### config.mk
export PLATFORM = sky130hd
export DESIGN_NAME = ubp_top
export DESIGN_NICKNAME = d
export VERILOG_FILES = /design/src/rtl/ubp_pkg.sv /design/src/rtl/ubp_fifo.sv /design/src/rtl/ubp_top.sv
export SDC_FILE = /design/constraint.sdc
export NUM_CORES = 1
export LEC_CHECK = 0
export ABC_AREA = 1
export BUFFER_PORTS_ARGS = -buffer_cell sky130_fd_sc_hd__clkbuf_2
export CAP_MARGIN = 20
export CORE_MARGIN = 5
export CORE_UTILIZATION = 42
export DETAILED_ROUTE_END_ITERATION = 6
export PLACE_DENSITY = 0.6
export REMOVE_ABC_BUFFERS = 1
export SLEW_MARGIN = 25
export SYNTH_ARGS = -nofsm -noshare
export SYNTH_HDL_FRONTEND = slang
export SYNTH_HIERARCHICAL = 1
export SYNTH_SLANG_ARGS = --single-unit
### constraint.sdc
create_clock -name clock -period 6.3 [get_ports clock]
set_input_delay 1.26 -clock clock [delete_from_list [all_inputs] [get_ports clock]]
set_output_delay 1.26 -clock clock [all_outputs]
set_load 0.05 [all_outputs]
### src/rtl/ubp_pkg.sv
// How it works
// - Enable bit 0 set runs the port; clear releases the pins.
// - All bit rates are divided down from the core clock.
// - Control bit 4 set divides the selected rate by eight.
// - Bits 3..1 pick 115.2K down to 7.2K baud, eighth with prescaler.
// - Status is read-only: bit 1 receive-full, bit 0 transmit-full, rest zero.
// - Receive-full sets on a received byte, clears on a data read.
// - With the serial interrupt enabled a full receive buffer raises interrupt 5.
// - Transmit-full sets on a data write, clears once shifted out.
// - With the serial interrupt enabled an empty transmitter raises interrupt 4.
// - Writing the data low byte queues it in the transmit buffer; sending starts once the shifter is idle.
// - Data read returns the last received byte, upper byte zero.
package ubp_pkg;

  localparam int unsigned CORE_CLK_HZ     = 20_000_000;
  localparam int unsigned OVERSAMPLE      = 16;
  localparam int unsigned PRESCALE_SHIFT  = 3;
  localparam int unsigned TX_FIFO_DEPTH   = 8;
  localparam int unsigned BYTE_WIDTH      = 8;
  localparam int unsigned ADDR_WIDTH      = 18;

  // Register indices; byte address is four times the index
  localparam logic [15:0] IDX_CONTROL     = 16'hC0E0;
  localparam logic [15:0] IDX_STATUS      = 16'hC0E2;
  localparam logic [15:0] IDX_DATA        = 16'hC0E4;

  localparam int unsigned CTRL_ENABLE_BIT = 0;
  localparam int unsigned CTRL_BAUD_LSB   = 1;
  localparam int unsigned CTRL_PRESCALE_BIT = 4;
  localparam int unsigned STAT_TX_FULL_BIT = 0;
  localparam int unsigned STAT_RX_FULL_BIT = 1;

  localparam logic        CTRL_ENABLE_RST   = 1'h1;
  localparam logic [2:0]  CTRL_BAUD_RST     = 3'h3;
  localparam logic        CTRL_PRESCALE_RST = 1'h0;

  localparam int unsigned BAUD_TABLE [8] = '{115_200, 57_600, 38_400, 28_800,
                                             19_200, 14_400, 9_600, 7_200};

  typedef enum logic [1:0] {
    ST_IDLE  = 2'b00,
    ST_START = 2'b01,
    ST_DATA  = 2'b10,
    ST_STOP  = 2'b11
  } ubp_state_t;

endpackage : ubp_pkg

### src/rtl/ubp_fifo.sv
`timescale 1ns/100ps
module ubp_fifo #(
  parameter int unsigned WIDTH = 8,
  parameter int unsigned DEPTH = 8
) (
  input  wire  logic             clock,
  input  wire  logic             reset,
  input  wire  logic             in_valid,
  output logic                   in_ready,
  input  wire  logic [WIDTH-1:0] in_data,
  output logic                   out_valid,
  input  wire  logic             out_ready,
  output logic [WIDTH-1:0]       out_data
);

  localparam int unsigned AW = (DEPTH > 1) ? $clog2(DEPTH) : 1;

  logic [WIDTH-1:0] store [DEPTH];
  logic [AW-1:0]    wr_ptr;
  logic [AW-1:0]    rd_ptr;
  logic [AW:0]      count;
  logic             push;
  logic             pop;

  assign in_ready  = (count != (AW+1)'(DEPTH));
  assign out_valid = (count != '0);
  assign out_data  = store[rd_ptr];
  assign push      = in_valid && in_ready;
  assign pop       = out_valid && out_ready;

  always_ff @(posedge clock) begin
    if (push) begin
      store[wr_ptr] <= in_data;
    end
  end

  always_ff @(posedge clock) begin
    if (reset) begin
      wr_ptr <= '0;
      rd_ptr <= '0;
      count  <= '0;
    end else begin
      if (push) begin
        wr_ptr <= (wr_ptr == AW'(DEPTH - 1)) ? '0 : wr_ptr + 1'b1;
      end
      if (pop) begin
        rd_ptr <= (rd_ptr == AW'(DEPTH - 1)) ? '0 : rd_ptr + 1'b1;
      end
      if (push && !pop) begin
        count <= count + 1'b1;
      end else if (pop && !push) begin
        count <= count - 1'b1;
      end
    end
  end

endmodule : ubp_fifo

### src/rtl/ubp_top.sv
// Local design decision: register access over Avalon-MM.
`timescale 1ns/100ps
module ubp_top
  import ubp_pkg::*;
#(
  parameter int unsigned CLK_HZ     = CORE_CLK_HZ,
  parameter int unsigned FIFO_DEPTH = TX_FIFO_DEPTH
) (
  input  wire  logic                  clock,
  input  wire  logic                  reset,
  input  wire  logic [ADDR_WIDTH-1:0] avs_address,
  input  wire  logic                  avs_read,
  input  wire  logic                  avs_write,
  input  wire  logic [31:0]           avs_writedata,
  input  wire  logic [3:0]            avs_byteenable,
  output logic [31:0]                 avs_readdata,
  output logic                        avs_waitrequest,
  input  wire  logic                  serial_int_enable,
  input  wire  logic                  general_pin_six_in,
  output logic                        general_pin_seven_out,
  output logic                        general_pin_seven_oe,
  output logic                        irq_rx_full,
  output logic                        irq_tx_empty
);

  localparam int unsigned ACC_W = 26;

  // Bus decode
  logic [15:0]            reg_index;
  logic                   hit_control;
  logic                   hit_status;
  logic                   hit_data;
  logic                   write_go;
  logic                   read_go;
  logic                   data_push;
  logic                   stall_write;

  // Control register
  logic                   ctrl_enable;
  logic [2:0]             ctrl_baud;
  logic                   divide_by_eight_enable;

  // Rate generator
  logic [ACC_W-1:0]       rate_acc;
  logic [ACC_W-1:0]       rate_step;
  logic [ACC_W-1:0]       rate_sum;
  logic                   sample_tick;

  // Transmit path
  logic                   fifo_in_ready;
  logic                   fifo_out_valid;
  logic                   fifo_out_ready;
  logic [BYTE_WIDTH-1:0]  fifo_out_data;
  ubp_state_t             tx_state;
  logic [3:0]             tx_sub;
  logic [2:0]             tx_count;
  logic [BYTE_WIDTH-1:0]  tx_shift;
  logic                   tx_full;
  logic                   next_tx_full;

  // Receive path
  ubp_state_t             rx_state;
  logic [3:0]             rx_sub;
  logic [2:0]             rx_count;
  logic [BYTE_WIDTH-1:0]  rx_shift;
  logic [BYTE_WIDTH-1:0]  rx_buffer;
  logic                   rx_full;
  logic                   rx_set;
  logic                   next_rx_full;

  assign reg_index   = avs_address[ADDR_WIDTH-1:2];
  assign hit_control = (reg_index == IDX_CONTROL);
  assign hit_status  = (reg_index == IDX_STATUS);
  assign hit_data    = (reg_index == IDX_DATA);
  assign write_go    = avs_write && !avs_waitrequest;
  assign read_go     = avs_read && !avs_waitrequest;
  assign data_push   = write_go && hit_data && avs_byteenable[0];
  // A data write with the buffer full waits on the bus instead of being dropped
  assign stall_write = hit_data && avs_byteenable[0] && !fifo_in_ready;

  // One wait cycle per access, longer for a data write while the transmit buffer is full
  always_ff @(posedge clock) begin
    if (reset) begin
      avs_waitrequest <= 1'h1;
    end else if (!avs_waitrequest) begin
      avs_waitrequest <= 1'h1;
    end else if (avs_read || (avs_write && !stall_write)) begin
      avs_waitrequest <= 1'h0;
    end
  end

  always_ff @(posedge clock) begin
    if (reset) begin
      avs_readdata <= 32'h0;
    end else if (avs_read && avs_waitrequest) begin
      avs_readdata <= 32'h0;
      if (hit_control) begin
        avs_readdata[CTRL_ENABLE_BIT]                   <= ctrl_enable;
        avs_readdata[CTRL_BAUD_LSB +: 3]                <= ctrl_baud;
        avs_readdata[CTRL_PRESCALE_BIT]                 <= divide_by_eight_enable;
      end else if (hit_status) begin
        avs_readdata[STAT_RX_FULL_BIT]                  <= rx_full;
        avs_readdata[STAT_TX_FULL_BIT]                  <= tx_full;
      end else if (hit_data) begin
        avs_readdata[BYTE_WIDTH-1:0]                    <= rx_buffer;
      end
    end
  end

  // Reserved bits of a write are simply not stored
  always_ff @(posedge clock) begin
    if (reset) begin
      ctrl_enable            <= CTRL_ENABLE_RST;
      ctrl_baud              <= CTRL_BAUD_RST;
      divide_by_eight_enable <= CTRL_PRESCALE_RST;
    end else if (write_go && hit_control && avs_byteenable[0]) begin
      ctrl_enable            <= avs_writedata[CTRL_ENABLE_BIT];
      ctrl_baud              <= avs_writedata[CTRL_BAUD_LSB +: 3];
      divide_by_eight_enable <= avs_writedata[CTRL_PRESCALE_BIT];
    end
  end

  // Fractional divider: exact oversample rate from any core clock that fits the 26-bit accumulator
  assign rate_step = divide_by_eight_enable
                     ? ACC_W'((BAUD_TABLE[ctrl_baud] * OVERSAMPLE) >> PRESCALE_SHIFT)
                     : ACC_W'(BAUD_TABLE[ctrl_baud] * OVERSAMPLE);
  assign rate_sum  = rate_acc + rate_step;

  always_ff @(posedge clock) begin
    if (reset || !ctrl_enable) begin
      rate_acc    <= '0;
      sample_tick <= 1'h0;
    end else if (rate_sum >= ACC_W'(CLK_HZ)) begin
      rate_acc    <= rate_sum - ACC_W'(CLK_HZ);
      sample_tick <= 1'h1;
    end else begin
      rate_acc    <= rate_sum;
      sample_tick <= 1'h0;
    end
  end

  ubp_fifo #(
    .WIDTH (BYTE_WIDTH),
    .DEPTH (FIFO_DEPTH)
  ) u_tx_fifo (
    .clock     (clock),
    .reset     (reset),
    .in_valid  (data_push),
    .in_ready  (fifo_in_ready),
    .in_data   (avs_writedata[BYTE_WIDTH-1:0]),
    .out_valid (fifo_out_valid),
    .out_ready (fifo_out_ready),
    .out_data  (fifo_out_data)
  );

  // Shifter only takes a byte when idle and enabled
  assign fifo_out_ready = ctrl_enable && (tx_state == ST_IDLE);

  always_ff @(posedge clock) begin
    if (reset || !ctrl_enable) begin
      tx_state              <= ST_IDLE;
      tx_sub                <= 4'h0;
      tx_count              <= 3'h0;
      tx_shift              <= 8'h0;
      general_pin_seven_out <= 1'h1;
    end else begin
      unique case (tx_state)
        ST_IDLE: begin
          general_pin_seven_out <= 1'h1;
          if (fifo_out_valid) begin
            tx_shift              <= fifo_out_data;
            tx_sub                <= 4'h0;
            tx_count              <= 3'h0;
            tx_state              <= ST_START;
            general_pin_seven_out <= 1'h0;
          end
        end
        ST_START: begin
          if (sample_tick) begin
            tx_sub <= tx_sub + 1'b1;
            if (tx_sub == 4'hF) begin
              tx_state              <= ST_DATA;
              general_pin_seven_out <= tx_shift[0];
            end
          end
        end
        ST_DATA: begin
          if (sample_tick) begin
            tx_sub <= tx_sub + 1'b1;
            if (tx_sub == 4'hF) begin
              tx_shift <= {1'b0, tx_shift[BYTE_WIDTH-1:1]};
              tx_count <= tx_count + 1'b1;
              if (tx_count == 3'h7) begin
                tx_state              <= ST_STOP;
                general_pin_seven_out <= 1'h1;
              end else begin
                general_pin_seven_out <= tx_shift[1];
              end
            end
          end
        end
        ST_STOP: begin
          if (sample_tick) begin
            tx_sub <= tx_sub + 1'b1;
            if (tx_sub == 4'hF) begin
              tx_state <= ST_IDLE;
            end
          end
        end
      endcase
    end
  end

  // A write sets the flag in the same edge it lands, whatever else happens
  assign next_tx_full = data_push || fifo_out_valid || (tx_state != ST_IDLE);

  always_ff @(posedge clock) begin
    if (reset) begin
      tx_full      <= 1'h0;
      irq_tx_empty <= 1'h0;
    end else begin
      tx_full      <= next_tx_full;
      irq_tx_empty <= serial_int_enable && !next_tx_full;
    end
  end

  // Receiver samples mid-bit; a false start is dropped at half a bit
  always_ff @(posedge clock) begin
    if (reset || !ctrl_enable) begin
      rx_state  <= ST_IDLE;
      rx_sub    <= 4'h0;
      rx_count  <= 3'h0;
      rx_shift  <= 8'h0;
      rx_buffer <= 8'h0;
      rx_set    <= 1'h0;
    end else begin
      rx_set <= 1'h0;
      unique case (rx_state)
        ST_IDLE: begin
          rx_sub <= 4'h0;
          if (!general_pin_six_in) begin
            rx_state <= ST_START;
          end
        end
        ST_START: begin
          if (sample_tick) begin
            rx_sub <= rx_sub + 1'b1;
            if (rx_sub == 4'h7) begin
              rx_sub   <= 4'h0;
              rx_count <= 3'h0;
              rx_state <= general_pin_six_in ? ST_IDLE : ST_DATA;
            end
          end
        end
        ST_DATA: begin
          if (sample_tick) begin
            rx_sub <= rx_sub + 1'b1;
            if (rx_sub == 4'hF) begin
              rx_shift <= {general_pin_six_in, rx_shift[BYTE_WIDTH-1:1]};
              rx_count <= rx_count + 1'b1;
              if (rx_count == 3'h7) begin
                rx_state <= ST_STOP;
              end
            end
          end
        end
        ST_STOP: begin
          if (sample_tick) begin
            rx_sub <= rx_sub + 1'b1;
            if (rx_sub == 4'hF) begin
              rx_state <= ST_IDLE;
              // Bad stop bit discards the byte; overrun overwrites the old one
              if (general_pin_six_in) begin
                rx_buffer <= rx_shift;
                rx_set    <= 1'h1;
              end
            end
          end
        end
      endcase
    end
  end

  // Set beats a clear arriving in the same cycle
  assign next_rx_full = rx_set || (rx_full && !(read_go && hit_data));

  always_ff @(posedge clock) begin
    if (reset) begin
      rx_full     <= 1'h0;
      irq_rx_full <= 1'h0;
    end else begin
      rx_full     <= next_rx_full;
      irq_rx_full <= serial_int_enable && next_rx_full;
    end
  end

  // Pin released to general use while disabled
  always_ff @(posedge clock) begin
    if (reset) begin
      general_pin_seven_oe <= 1'h0;
    end else begin
      general_pin_seven_oe <= ctrl_enable;
    end
  end

endmodule : ubp_top

Word level (Yosys, flattened, before mapping)
Memories as Yosys holds them, arrays and structs flattened. A register that Yosys moved wholly into a read port is not among the register bits.
Cells that the tools add are included.
- bits in read-only memories: 256
- bits in writable memories: 64
- memories: 2
- bits in registers: 100
- output and inout port bits: 37
- word-level logic and storage cells: 199
- add/subtract/negate cells: 10
- magnitude comparators: 2
- mux-type cells: 66
- reductions and logical operators: 53
- bitwise operators: 5
- equality and inequality tests: 35
- memory list (name ; depth ; bits a word ; rd ports ; clocked after memory_dff ; wr ports ; RTL line ; text):
    (no name shown) ; 8 ; 32 ; 1 ; 0 ; 0 ; ubp_top.sv:126 ; : ACC_W'(BAUD_TABLE[ctrl_baud] * OVERSAMPLE);
    u_tx_fifo.store ; 8 ; 8 ; 1 ; 1 ; 1 ; ubp_fifo.sv:18 ; logic [WIDTH-1:0] store [DEPTH];
- operators by type and width (cell ; number):
    2-to-1 mux 26 bit ; 2
    2-to-1 mux 25 bit ; 2
    equality test 16 bit (second input constant) ; 3
    2-to-1 mux 2 bit ; 18
    2-to-1 mux 3 bit ; 12
    2-to-1 mux 8 bit ; 4
    != test 2 bit (second input constant) ; 16
    2-to-1 mux 4 bit ; 7
    adder 26 bit ; 1
    >= comparator 26 x 25 -> 1 bit (second input constant) ; 1
    subtractor 26 x 25 -> 26 bit (second input constant) ; 1
    logical AND 1 bit ; 19
    case mux 2 bit (4 select lines) ; 2
    case mux 8 bit (2 select lines) ; 1
    AND reduction 8 bit ; 2
    adder 3 x 1 -> 3 bit (second input constant) ; 4
    adder 4 x 1 -> 4 bit (second input constant) ; 3
    equality test 3 bit (second input constant) ; 4
    case mux 3 bit (2 select lines) ; 2
    case mux 4 bit (3 select lines) ; 1
    2-to-1 mux 1 bit ; 11
    AND reduction 5 bit ; 2
    equality test 2 bit (second input constant) ; 4
    equality test 4 bit (second input constant) ; 2
    24 further kinds ; 47

Depth between registers and ports, before layout
Gate-level depths: netlist of the first run.
- word-level depth: 9
- depth in mapped cells: 27
- gate-level depth less buffers: 27

Modules after synthesis
Netlist of the first run, hierarchy kept.
- by module, submodules not included (module ; cells each ; sequential area each (µm²) ; instances ; area an instance (µm²)):
    ubp_top ; 920 ; 1681.6 ; 1 ; 5860.6
    ubp_fifo ; 309 ; 2182.1 ; 1 ; 3318.2

Least setup slack after synthesis of the first run
Ideal clock, no wire load.
- path type: input -> register
- start: input avs_address[13]
- end: register u_tx_fifo.count[3]
- arrival time: 3.306 ns
- path buffers: 0
- stages on the path: 17
- slack: 2.886 ns
- setup time: 0.109 ns
- cell sequence: nor2_1 nand2_1 nor4_1 nand2_1 inv_1 nand2_1 nor2_1 nand2_4 inv_1 ha_1 inv_1 ha_1 or2_2 nand3_1 nand3_1 nand2_1 inv_1
- longest elaborated chain between the ends: 7
- elaborated cells between the ends (all ways): 9
- those cells by class: eq/ne: 1; mux: 1; reduce/logical: 7
- RTL lines (element ; RTL line ; text):
    start: declaration ; ubp_top.sv:11 ; input wire logic [ADDR_WIDTH-1:0] avs_address,
    equality test 16 bit * ; ubp_top.sv:74 ; assign hit_data = (reg_index == IDX_DATA);
    logical AND 1 bit * (2 in a row) ; ubp_top.sv:77 ; assign data_push = write_go && hit_data && avs_byteenable[0];
    via data_push ; ubp_top.sv:35 ; logic data_push;
    logical AND 1 bit * ; ubp_fifo.sv:28 ; assign push = in_valid && in_ready;
    via u_tx_fifo.push ; ubp_fifo.sv:22 ; logic push;
    zero test 1 bit ; ubp_fifo.sv:51 ; end else if (pop && !push) begin
    logical AND 1 bit ; ubp_fifo.sv:51 ;
    nonzero test 2 bit (no line) ; n/a ;
    end signal: assignment ; ubp_fifo.sv:50 ; count <= count + 1'b1;
    end signal: assignment ; ubp_fifo.sv:52 ; count <= count - 1'b1;
    end: declaration ; ubp_fifo.sv:21 ; logic [AW:0] count;
The timed path passes the listed nets; every way through them passes the cells marked *.
A chain may end at the register's enable or synchronous reset.

Worst setup path in the final report of the first run
- start: register divide_by_eight_enable
- end: register rate_acc[23]
- longest elaborated chain between the ends: 4
- elaborated cells between the ends (all ways): 5
- those cells by class: add/sub: 2; order compare: 1; mux: 2
- RTL lines (element ; RTL line ; text):
    start: declaration ; ubp_top.sv:41 ; logic divide_by_eight_enable;
    start signal: assignment ; ubp_top.sv:119 ; divide_by_eight_enable <= avs_writedata[CTRL_PRESCALE_BIT];
    2-to-1 mux 26 bit * ; ubp_top.sv:125 ; ? ACC_W'((BAUD_TABLE[ctrl_baud] * OVERSAMPLE) >> PRESCALE_SHIFT)
    adder 26 bit * ; ubp_top.sv:127 ; assign rate_sum = rate_acc + rate_step;
    subtractor 26 x 25 -> 26 bit or >= comparator 26 x 25 -> 1 bit (tied branches) ; ubp_top.sv:134, ubp_top.sv:133 ;
    2-to-1 mux 26 bit * ; ubp_top.sv:133 ; end else if (rate_sum >= ACC_W'(CLK_HZ)) begin
    end signal: assignment ; ubp_top.sv:134 ; rate_acc <= rate_sum - ACC_W'(CLK_HZ);
    end signal: assignment ; ubp_top.sv:137 ; rate_acc <= rate_sum;
    end: declaration ; ubp_top.sv:44 ; logic [ACC_W-1:0] rate_acc;
Mark *: on every way between the ends. The rest lies on a longest branch, timed or not.

==> metrics.csv, run 1 <==
stage,metric,value,unit
grt,pin count of the biggest net entering global routing,35,
timing,final number of setup-violating endpoints,0,
grt,vias in the first global route,7041,
critical_path,critical setup path kind,flop to flop,
finish,post-synthesis to final-layout area growth,8.89,%
timing,worst-case hold slack,0.450,ns
floorplan,y dimension of the die,158,um
clock_tree,clock sinks,161,
finish,antenna diode count,0,
placed_design,placed wire-length estimate,15400,um
timing,Fmax,0.233,GHz
clock_tree,number of buffers added to fix hold violations after cts,0,
synth,Post-Syn Instances,1229,
job,max-capacitance violation count,0,
synth,number of warnings printed during yosys synthesis,6,
floorplan,area of the core region,21700,sq um
clock_tree,maximum level of the CTS H-tree,4,
timing,final count of hold timing violations,0,
timing,transition time of the tightest slew-check pin,0.964,ns
critical_path,"critical path fanouts, max",20,
clock_tree,CTS tree,yes,
grt,global routing usage on met1,23.4,%
synth,number of distinct library cells after synthesis,50,
grt,global-route usage over all layers,17.5,%
worst_hold_path,hold path startpoint,tx_shift[3],
pwr,areal power density over the cells,312,nW/um^2
grt,global routing met3 resource utilization,2.71,%
status,status,finished clean,
worst_hold_path,Cells on Worst Hold Path,2,
finish,highest-count cells in the layout ignoring fill and taps,"291 x sky130_fd_sc_hd__nand2_1, 165 x sky130_fd_sc_hd__nor2_1, 138 x sky130_fd_sc_hd__inv_1",
clock_tree,post-cts repair resize count,0,
critical_path,worst flop-to-flop path endpoint,rate_acc[23],
drt,count of antenna-violating nets left after detailed routing,0,
drt,average vias per placed instance,4.97,
critical_path,CP Capture Type,flop,
placed_design,global placer's final weighted congestion,0.889,
critical_path,Worst Path Required,6.60,ns
worst_hold_path,Hold Crit Class,flop to flop,
timing,total negative slack for setup checks,0,ns
drt,total routed wirelength,21600,um
clock_tree,clock latency on the worst-skew pair,0.42,ns
synth,mean post-synth cell area,7.47,sq um
placed_design,Placed Area,9470,sq um
timing,worst slew slack as a fraction of its limit,35.5,%
critical_path,worst reg2reg path startpoint,divide_by_eight_enable,
drt,DR WL/cell,13.9,um
finish,"leading cell type in the layout, fill and taps excluded",sky130_fd_sc_hd__nand2_1,
drt,DRC Markers,0,
grt,initial antenna violation count,0,
floorplan,initial core utilization,42.3,%
drt,vias after detailed routing,7724,
timing,shortest period the worst path allows,4.30,ns
critical_path,critical path startpoint category,flop,
grt,global-route wire length before repair,34900,um
timing,worst clock skew,0.00921,ns
finish,post-route cell area,9990,sq um
floorplan,I/O pin total,97,
floorplan,# rows,54,
pwr,Peak VDD IR,209,uV
timing,portion of the clock cycle consumed by the worst path in the final layout,68.2,%
grt,GR Overflow Total,0,
clock_tree,Clock Root Buffer,sky130_fd_sc_hd__clkbuf_16,
timing,Final Max Tran Viols,0,
critical_path,worst reg-to-reg path cell count,21,
clock_tree,deepest clock path buffer count,2,
critical_path,Worst Path Arrival,4.60,ns
finish,final net count,1363,
floorplan,die outline width,158,um
clock_tree,number of buffers created by CTS,17,
drt,total iterations of the first detailed-routing run,5,
critical_path,worst reg-to-reg setup slack,2.00,ns
clock_tree,setup bufs post-CTS,0,
finish,fraction of layout instances using a drive strength above 1,8.87,%
floorplan,Die Outline Area,24900,sq um
placed_design,count of port buffers added during placement,43,
timing,setup repair after global routing missed its margin,no,
synth,synthesized area,9180,sq um
drt,first-iteration detailed-routing DRC count,420,
grt,met2 Resource Use GR,28.7,%
synth,register bit count reported by yosys,161,
synth,share of the yosys chip area belonging to registers,42.1,%
clock_tree,register clock-pin slew on the reported worst setup and hold paths,0.06,ns
pwr,static leakage power,4.47,nW
grt,layer with the highest usage after global routing,met2,
worst_hold_path,worst-case hold path end point,tx_shift[3],
## cell usage after synthesis, drive strengths merged
cell type	number	area share, %
nand2	311	13
o22ai	1	0.068
clkbuf	18	0.78
conb	1	0.041
fa	2	0.44
nor3	13	0.76
ha	40	5.5
o311ai	1	0.095
or2	3	0.23
inv	144	5.9
o21ai	96	5.2
o21bai	1	0.082
nor4b	1	0.095
nor3b	1	0.082
xor2	13	1.2
nor4	5	0.34
buf	39	3.5
a211oi	7	0.57
nand3b	7	0.57
clkinv	1	0.041
edfxtp	64	21
o221ai	4	0.38
nand3	68	4.0
and2	4	0.27
xnor2	2	0.19
a21oi	75	4.2
nor2	173	7.3
dfxtp	97	21
o31ai	1	0.082
a31oi	1	0.068
a21o	1	0.082
o211ai	5	0.41
nand4	25	1.7
and3	4	0.27
## worst max-delay path, cell delays in order (launching register included)
cell and delay (ns):
sky130_fd_sc_hd__dfxtp_1 0.55, sky130_fd_sc_hd__inv_1 0.29, sky130_fd_sc_hd__nor2_1 0.19, sky130_fd_sc_hd__ha_1 0.26, sky130_fd_sc_hd__inv_1 0.08, sky130_fd_sc_hd__fa_1 0.42, sky130_fd_sc_hd__inv_1 0.12, sky130_fd_sc_hd__nand3_1 0.09
sky130_fd_sc_hd__nand2_2 0.12, sky130_fd_sc_hd__nand2_1 0.08, sky130_fd_sc_hd__nand2_1 0.10, sky130_fd_sc_hd__nand2_1 0.09, sky130_fd_sc_hd__nand2_1 0.07, sky130_fd_sc_hd__nand2_1 0.05, sky130_fd_sc_hd__nand2_2 0.11, sky130_fd_sc_hd__inv_2 0.08
sky130_fd_sc_hd__nor2_4 0.14, sky130_fd_sc_hd__nand2_2 0.08, sky130_fd_sc_hd__a21oi_4 0.43, sky130_fd_sc_hd__nand3_2 0.51, sky130_fd_sc_hd__nand2_1 0.22, sky130_fd_sc_hd__a21oi_1 0.08
## registers in the layout, summed over array words and instances, names as in the netlist, 2 cells and up, named ones only
signal	count
rate_acc	20
avs_readdata	8
u_tx_fifo/rd_ptr	3
u_tx_fifo/store	64
rx_buffer	8
tx_count	3
rx_count	3
tx_shift	8
ctrl_baud	3
tx_state	2
u_tx_fifo/wr_ptr	3
u_tx_fifo/count	4
rx_shift	8
tx_sub	4
rx_sub	4
## where the power goes
group | switching, mW | total [mW] | internal [mW]
sequential | 0.0738 | 1.23 | 1.16
combinational | 0.635 | 0.942 | 0.307
clock | 0.405 | 0.943 | 0.538
total | 1.11 | 3.12 | 2.01
## how the worst max path moves through the flow
stage                           startpoint                 end  slack [ns]  depth (start not counted)
CTS                 divide_by_eight_enable        rate_acc[23]        2.03                         21
global route        divide_by_eight_enable         rate_acc[8]        1.63                         22
detailed placement  divide_by_eight_enable        rate_acc[23]        2.04                         21
finish              divide_by_eight_enable        rate_acc[23]        2.00                         21
floorplan                  avs_address[13]  u_tx_fifo/count[3]        2.89                         17
global placement    divide_by_eight_enable         sample_tick        2.02                         21
## cell type report
class | instances | area (sq um)
clock buffer | 21 | 440
clock inverter | 11 | 87.6
fill | 2173 | 11700
inverter | 145 | 547
multi-input combinational | 889 | 4460
sequential | 161 | 3860
tap | 280 | 350
timing repair buffer | 47 | 245
## through the flow
stage | util (%) | cells | power [mW] | setup slack (ns)
final | 46.1 | 1554 | 3.12 | 2.00
after global routing | 46.1 | 1554 | 3.34 | 1.63
after CTS | 46.1 | 1554 | 3.15 | 2.03
after detailed placement | 43.6 | 1522 | 2.20 | 2.04
after global placement | 43.6 | 1522 | 2.19 | 2.02
after floorplan | - | 1195 | 1.95 | 2.89
## cell families after synthesis
logic type / synth area share, %
fa+ha+maj: 5.89
flops: 42.1
compound gates: 11.3
xor+xnor: 1.43
buf+inv: 10.3
simple gates: 29.0
other cells: 0.0409
## routing by layer
metal | up-vias | part of all wire [%] | wire length [um]
met5 | - | 0 | 0
met2 | 151 | 46 | 9930
met4 | 0 | 2.3 | 492
met3 | 39 | 3.6 | 775
li1 | 4039 | - | -
met1 | 3495 | 48 | 10400
Power figures use the tool's default switching activity.
==> inputs of run 2 (changes only) <==
clock period = 4.25 ns   (was 6.3 ns; I/O delays follow)
==> run 2 against run 1 <==
Against the previous run:
- global-route usage rose by 0.46 points
- worst hold slack improved by 0.00079 ns
- wire length rose by 0.25%
- clock-buffer cell count fell by 2
- register-to-register slack got worse by 1.4 ns
- flip-flop and latch count did not move
- non-clock buffer count rose by 11
- sequential share of layout area fell by 0.67 points
- worst setup slack got worse by 1.4 ns
- combinational power rose by 49%
- first-iteration DRC count rose by 5.2%
- utilization rose by 0.81 points
==> metrics.csv, run 2 (synthesized netlist as in run 1, its figures left out) <==
stage,metric,value,unit,change
timing,Fmax,0.272,GHz,+17%
worst_hold_path,Hold Crit Class,flop to flop,,
critical_path,Critical Path Slowest Stage Cell,sky130_fd_sc_hd__dfxtp_1,,
finish,fraction of layout instances using a drive strength above 1,10.0,%,+1.2 points
finish,"leading cell type in the layout, fill and taps excluded",sky130_fd_sc_hd__nand2_1,,
timing,setup repair after global routing missed its margin,no,,
timing,worst slew slack as a fraction of its limit,40.7,%,+5.2 points
pwr,areal power density over the cells,476,nW/um^2,+53%
clock_tree,register clock-pin slew on the reported worst setup and hold paths,0.07,ns,about the same
critical_path,critical setup path kind,flop to flop,,
drt,count of antenna-violating nets left after detailed routing,0,,unchanged
critical_path,CP Capture Type,flop,,
critical_path,buffers and inverters on the worst path,2,,-2
status,status,finished clean,,
finish,register name with the most flops,u_tx_fifo/store,,
clock_tree,deepest clock path buffer count,2,,unchanged
clock_tree,setup bufs post-CTS,0,,unchanged
clock_tree,number of buffers added to fix hold violations after cts,0,,unchanged
finish,highest-count cells in the layout ignoring fill and taps,"291 x sky130_fd_sc_hd__nand2_1, 165 x sky130_fd_sc_hd__nor2_1, 138 x sky130_fd_sc_hd__inv_1",,
timing,total negative slack for setup checks,0,ns,unchanged
finish,final net count,1374,,+0.81%
grt,global-route wire length before repair,35900,um,+2.9%
drt,vias after detailed routing,7745,,+0.27%
floorplan,initial core utilization,42.3,%,unchanged
critical_path,CP peak stage delay,0.44,ns,-0.11 ns
clock_tree,CTS tree,yes,,
floorplan,Die Outline Area,24900,sq um,unchanged
drt,DRC Markers,0,,unchanged
placed_design,count of port buffers added during placement,43,,unchanged
pwr,static leakage power,4.57,nW,+2.3%
placed_design,global placer's final weighted congestion,0.907,,+2.0%
drt,DR WL/cell,13.8,um,-0.46%
placed_design,placed wire-length estimate,15600,um,+1.5%
clock_tree,clock latency on the worst-skew pair,0.43,ns,about the same
timing,final count of hold timing violations,0,,unchanged
timing,final number of setup-violating endpoints,0,,unchanged
critical_path,"critical path fanouts, max",16,,-20%
finish,Finished Layout Cells,1565,,+0.71%
timing,worst clock skew,0.00933,ns,+0.000126 ns
critical_path,Most Frequent Cell on Critical Path,sky130_fd_sc_hd__nand2_2,,
grt,vias in the first global route,7386,,+4.9%
job,max-capacitance violation count,0,,unchanged
critical_path,critical path cell sequence,"inv_1, ha_1, o21ai_0, o21ai_0, ha_1, nand2_1, nor2_1, nand3_1, nand4_1, nand3_1, nor2_1, nand2_1, nand2_2, nand2_2, nand2_2, buf_4, nand4_1, a21oi_1",,
timing,worst-case hold slack,0.451,ns,+0.000786 ns
timing,transition time of the tightest slew-check pin,0.888,ns,-0.0762 ns
drt,average vias per placed instance,4.95,,-0.43%
pwr,Peak VDD IR,262,uV,+25%
timing,portion of the clock cycle consumed by the worst path in the final layout,86.5,%,+18 points
clock_tree,Clock Root Buffer,sky130_fd_sc_hd__clkbuf_16,,
grt,global-route usage over all layers,17.9,%,+0.46 points
finish,max FFs per register,64,,unchanged
critical_path,cell class contributing the biggest share of worst-path delay,simple AND/OR/NAND/NOR gates,,
critical_path,critical path startpoint category,flop,,
drt,first-iteration detailed-routing DRC count,442,,+5.2%
floorplan,# rows,54,,unchanged
placed_design,placed insts,1533,,+0.72%
clock_tree,maximum level of the CTS H-tree,4,,unchanged
floorplan,I/O pin total,97,,unchanged
finish,post-synthesis to final-layout area growth,10.8,%,
finish,antenna diode count,0,,unchanged
grt,pin count of the biggest net entering global routing,35,,unchanged
grt,GR Overflow Total,0,,unchanged
critical_path,Worst Path Arrival,4.02,ns,-0.58 ns
grt,initial antenna violation count,0,,unchanged
critical_path,Worst Path Required,4.60,ns,-2.00 ns
finish,Top Registers,"u_tx_fifo/store (64), rate_acc (20)",,
drt,total iterations of the first detailed-routing run,5,,unchanged
clock_tree,clock sinks,161,,unchanged
timing,shortest period the worst path allows,3.68,ns,-0.624 ns
finish,"Core Util, Final",46.9,%,+0.81 points
floorplan,area of the core region,21700,sq um,unchanged
clock_tree,post-cts repair resize count,0,,unchanged
floorplan,y dimension of the die,158,um,unchanged
timing,Final Max Tran Viols,0,,unchanged
clock_tree,number of buffers created by CTS,17,,unchanged
floorplan,die outline width,158,um,unchanged
drt,total routed wirelength,21600,um,+0.25%
## run 2: cell types whose count changed in the layout (fill, tap and decap cells not counted), sizes merged
| cell | previous run | this run |
|---|---|---|
| buf | 4 | 15 |
| bufinv | 1 | 4 |
| clkbuf | 64 | 62 |
| inv | 146 | 147 |
| clkinv | 5 | 4 |
| clkinvlp | 4 | 3 |
## run 2: layout make-up
| class | instances | area [sq um] |
|---|---|---|
| multi-input combinational | 889 | 4460 |
| clock buffer | 19 | 433 |
| sequential | 161 | 3860 |
| inverter | 145 | 547 |
| timing repair buffer | 58 | 328 |
| fill | 2195 | 11500 |
| clock inverter | 13 | 184 |
| tap | 280 | 350 |
## run 2: worst reg2reg max path, cell delays in order (launching register included)
cell,delay [ns]
sky130_fd_sc_hd__dfxtp_1,0.44
sky130_fd_sc_hd__inv_1,0.16
sky130_fd_sc_hd__ha_1,0.24
sky130_fd_sc_hd__o21ai_0,0.22
sky130_fd_sc_hd__o21ai_0,0.20
sky130_fd_sc_hd__ha_1,0.43
sky130_fd_sc_hd__nand2_1,0.12
sky130_fd_sc_hd__nor2_1,0.23
sky130_fd_sc_hd__nand3_1,0.17
sky130_fd_sc_hd__nand4_1,0.18
sky130_fd_sc_hd__nand3_1,0.17
sky130_fd_sc_hd__nor2_1,0.15
sky130_fd_sc_hd__nand2_1,0.11
sky130_fd_sc_hd__nand2_2,0.09
sky130_fd_sc_hd__nand2_2,0.07
sky130_fd_sc_hd__nand2_2,0.08
sky130_fd_sc_hd__buf_4,0.24
sky130_fd_sc_hd__nand4_1,0.12
sky130_fd_sc_hd__a21oi_1,0.19
## run 2: metrics by stage
step	worst slack (ns)	area, sq um	power (mW)
after global routing	0.203	10200	5.19
after global placement	0.610	9550	3.24
after floorplan	0.928	8870	2.89
final	0.575	10200	4.84
after detailed placement	0.639	9550	3.26
after CTS	0.614	10200	4.90
## run 2: worst paths after layout
kind	end	slack [ns]	cells past startpoint	start
worst min-delay path	tx_shift[6]	0.45	2	tx_shift[6]
worst max-delay path	rate_acc[12]	0.57	18	ctrl_baud[1]
worst max register to register	rate_acc[12]	0.57	18	ctrl_baud[1]
worst min register to register	tx_shift[6]	0.45	2	tx_shift[6]
## run 2: power breakdown
group | internal [mW] | leakage, nW | switching (mW)
Clock | 0.986 | 0.291 | 0.633
Sequential | 1.72 | 1.37 | 0.102
Combinational | 0.453 | 2.92 | 0.951
Total | 3.16 | 4.57 | 1.69
## run 2: per-layer routing
metal,vias to the layer above,GRT usage (%),wire length (um)
met2,145,30.4,10300
met5,-,0,0
met1,3505,23.3,10100
li1,4063,-,-
met3,32,3.34,857
met4,0,5.61,439
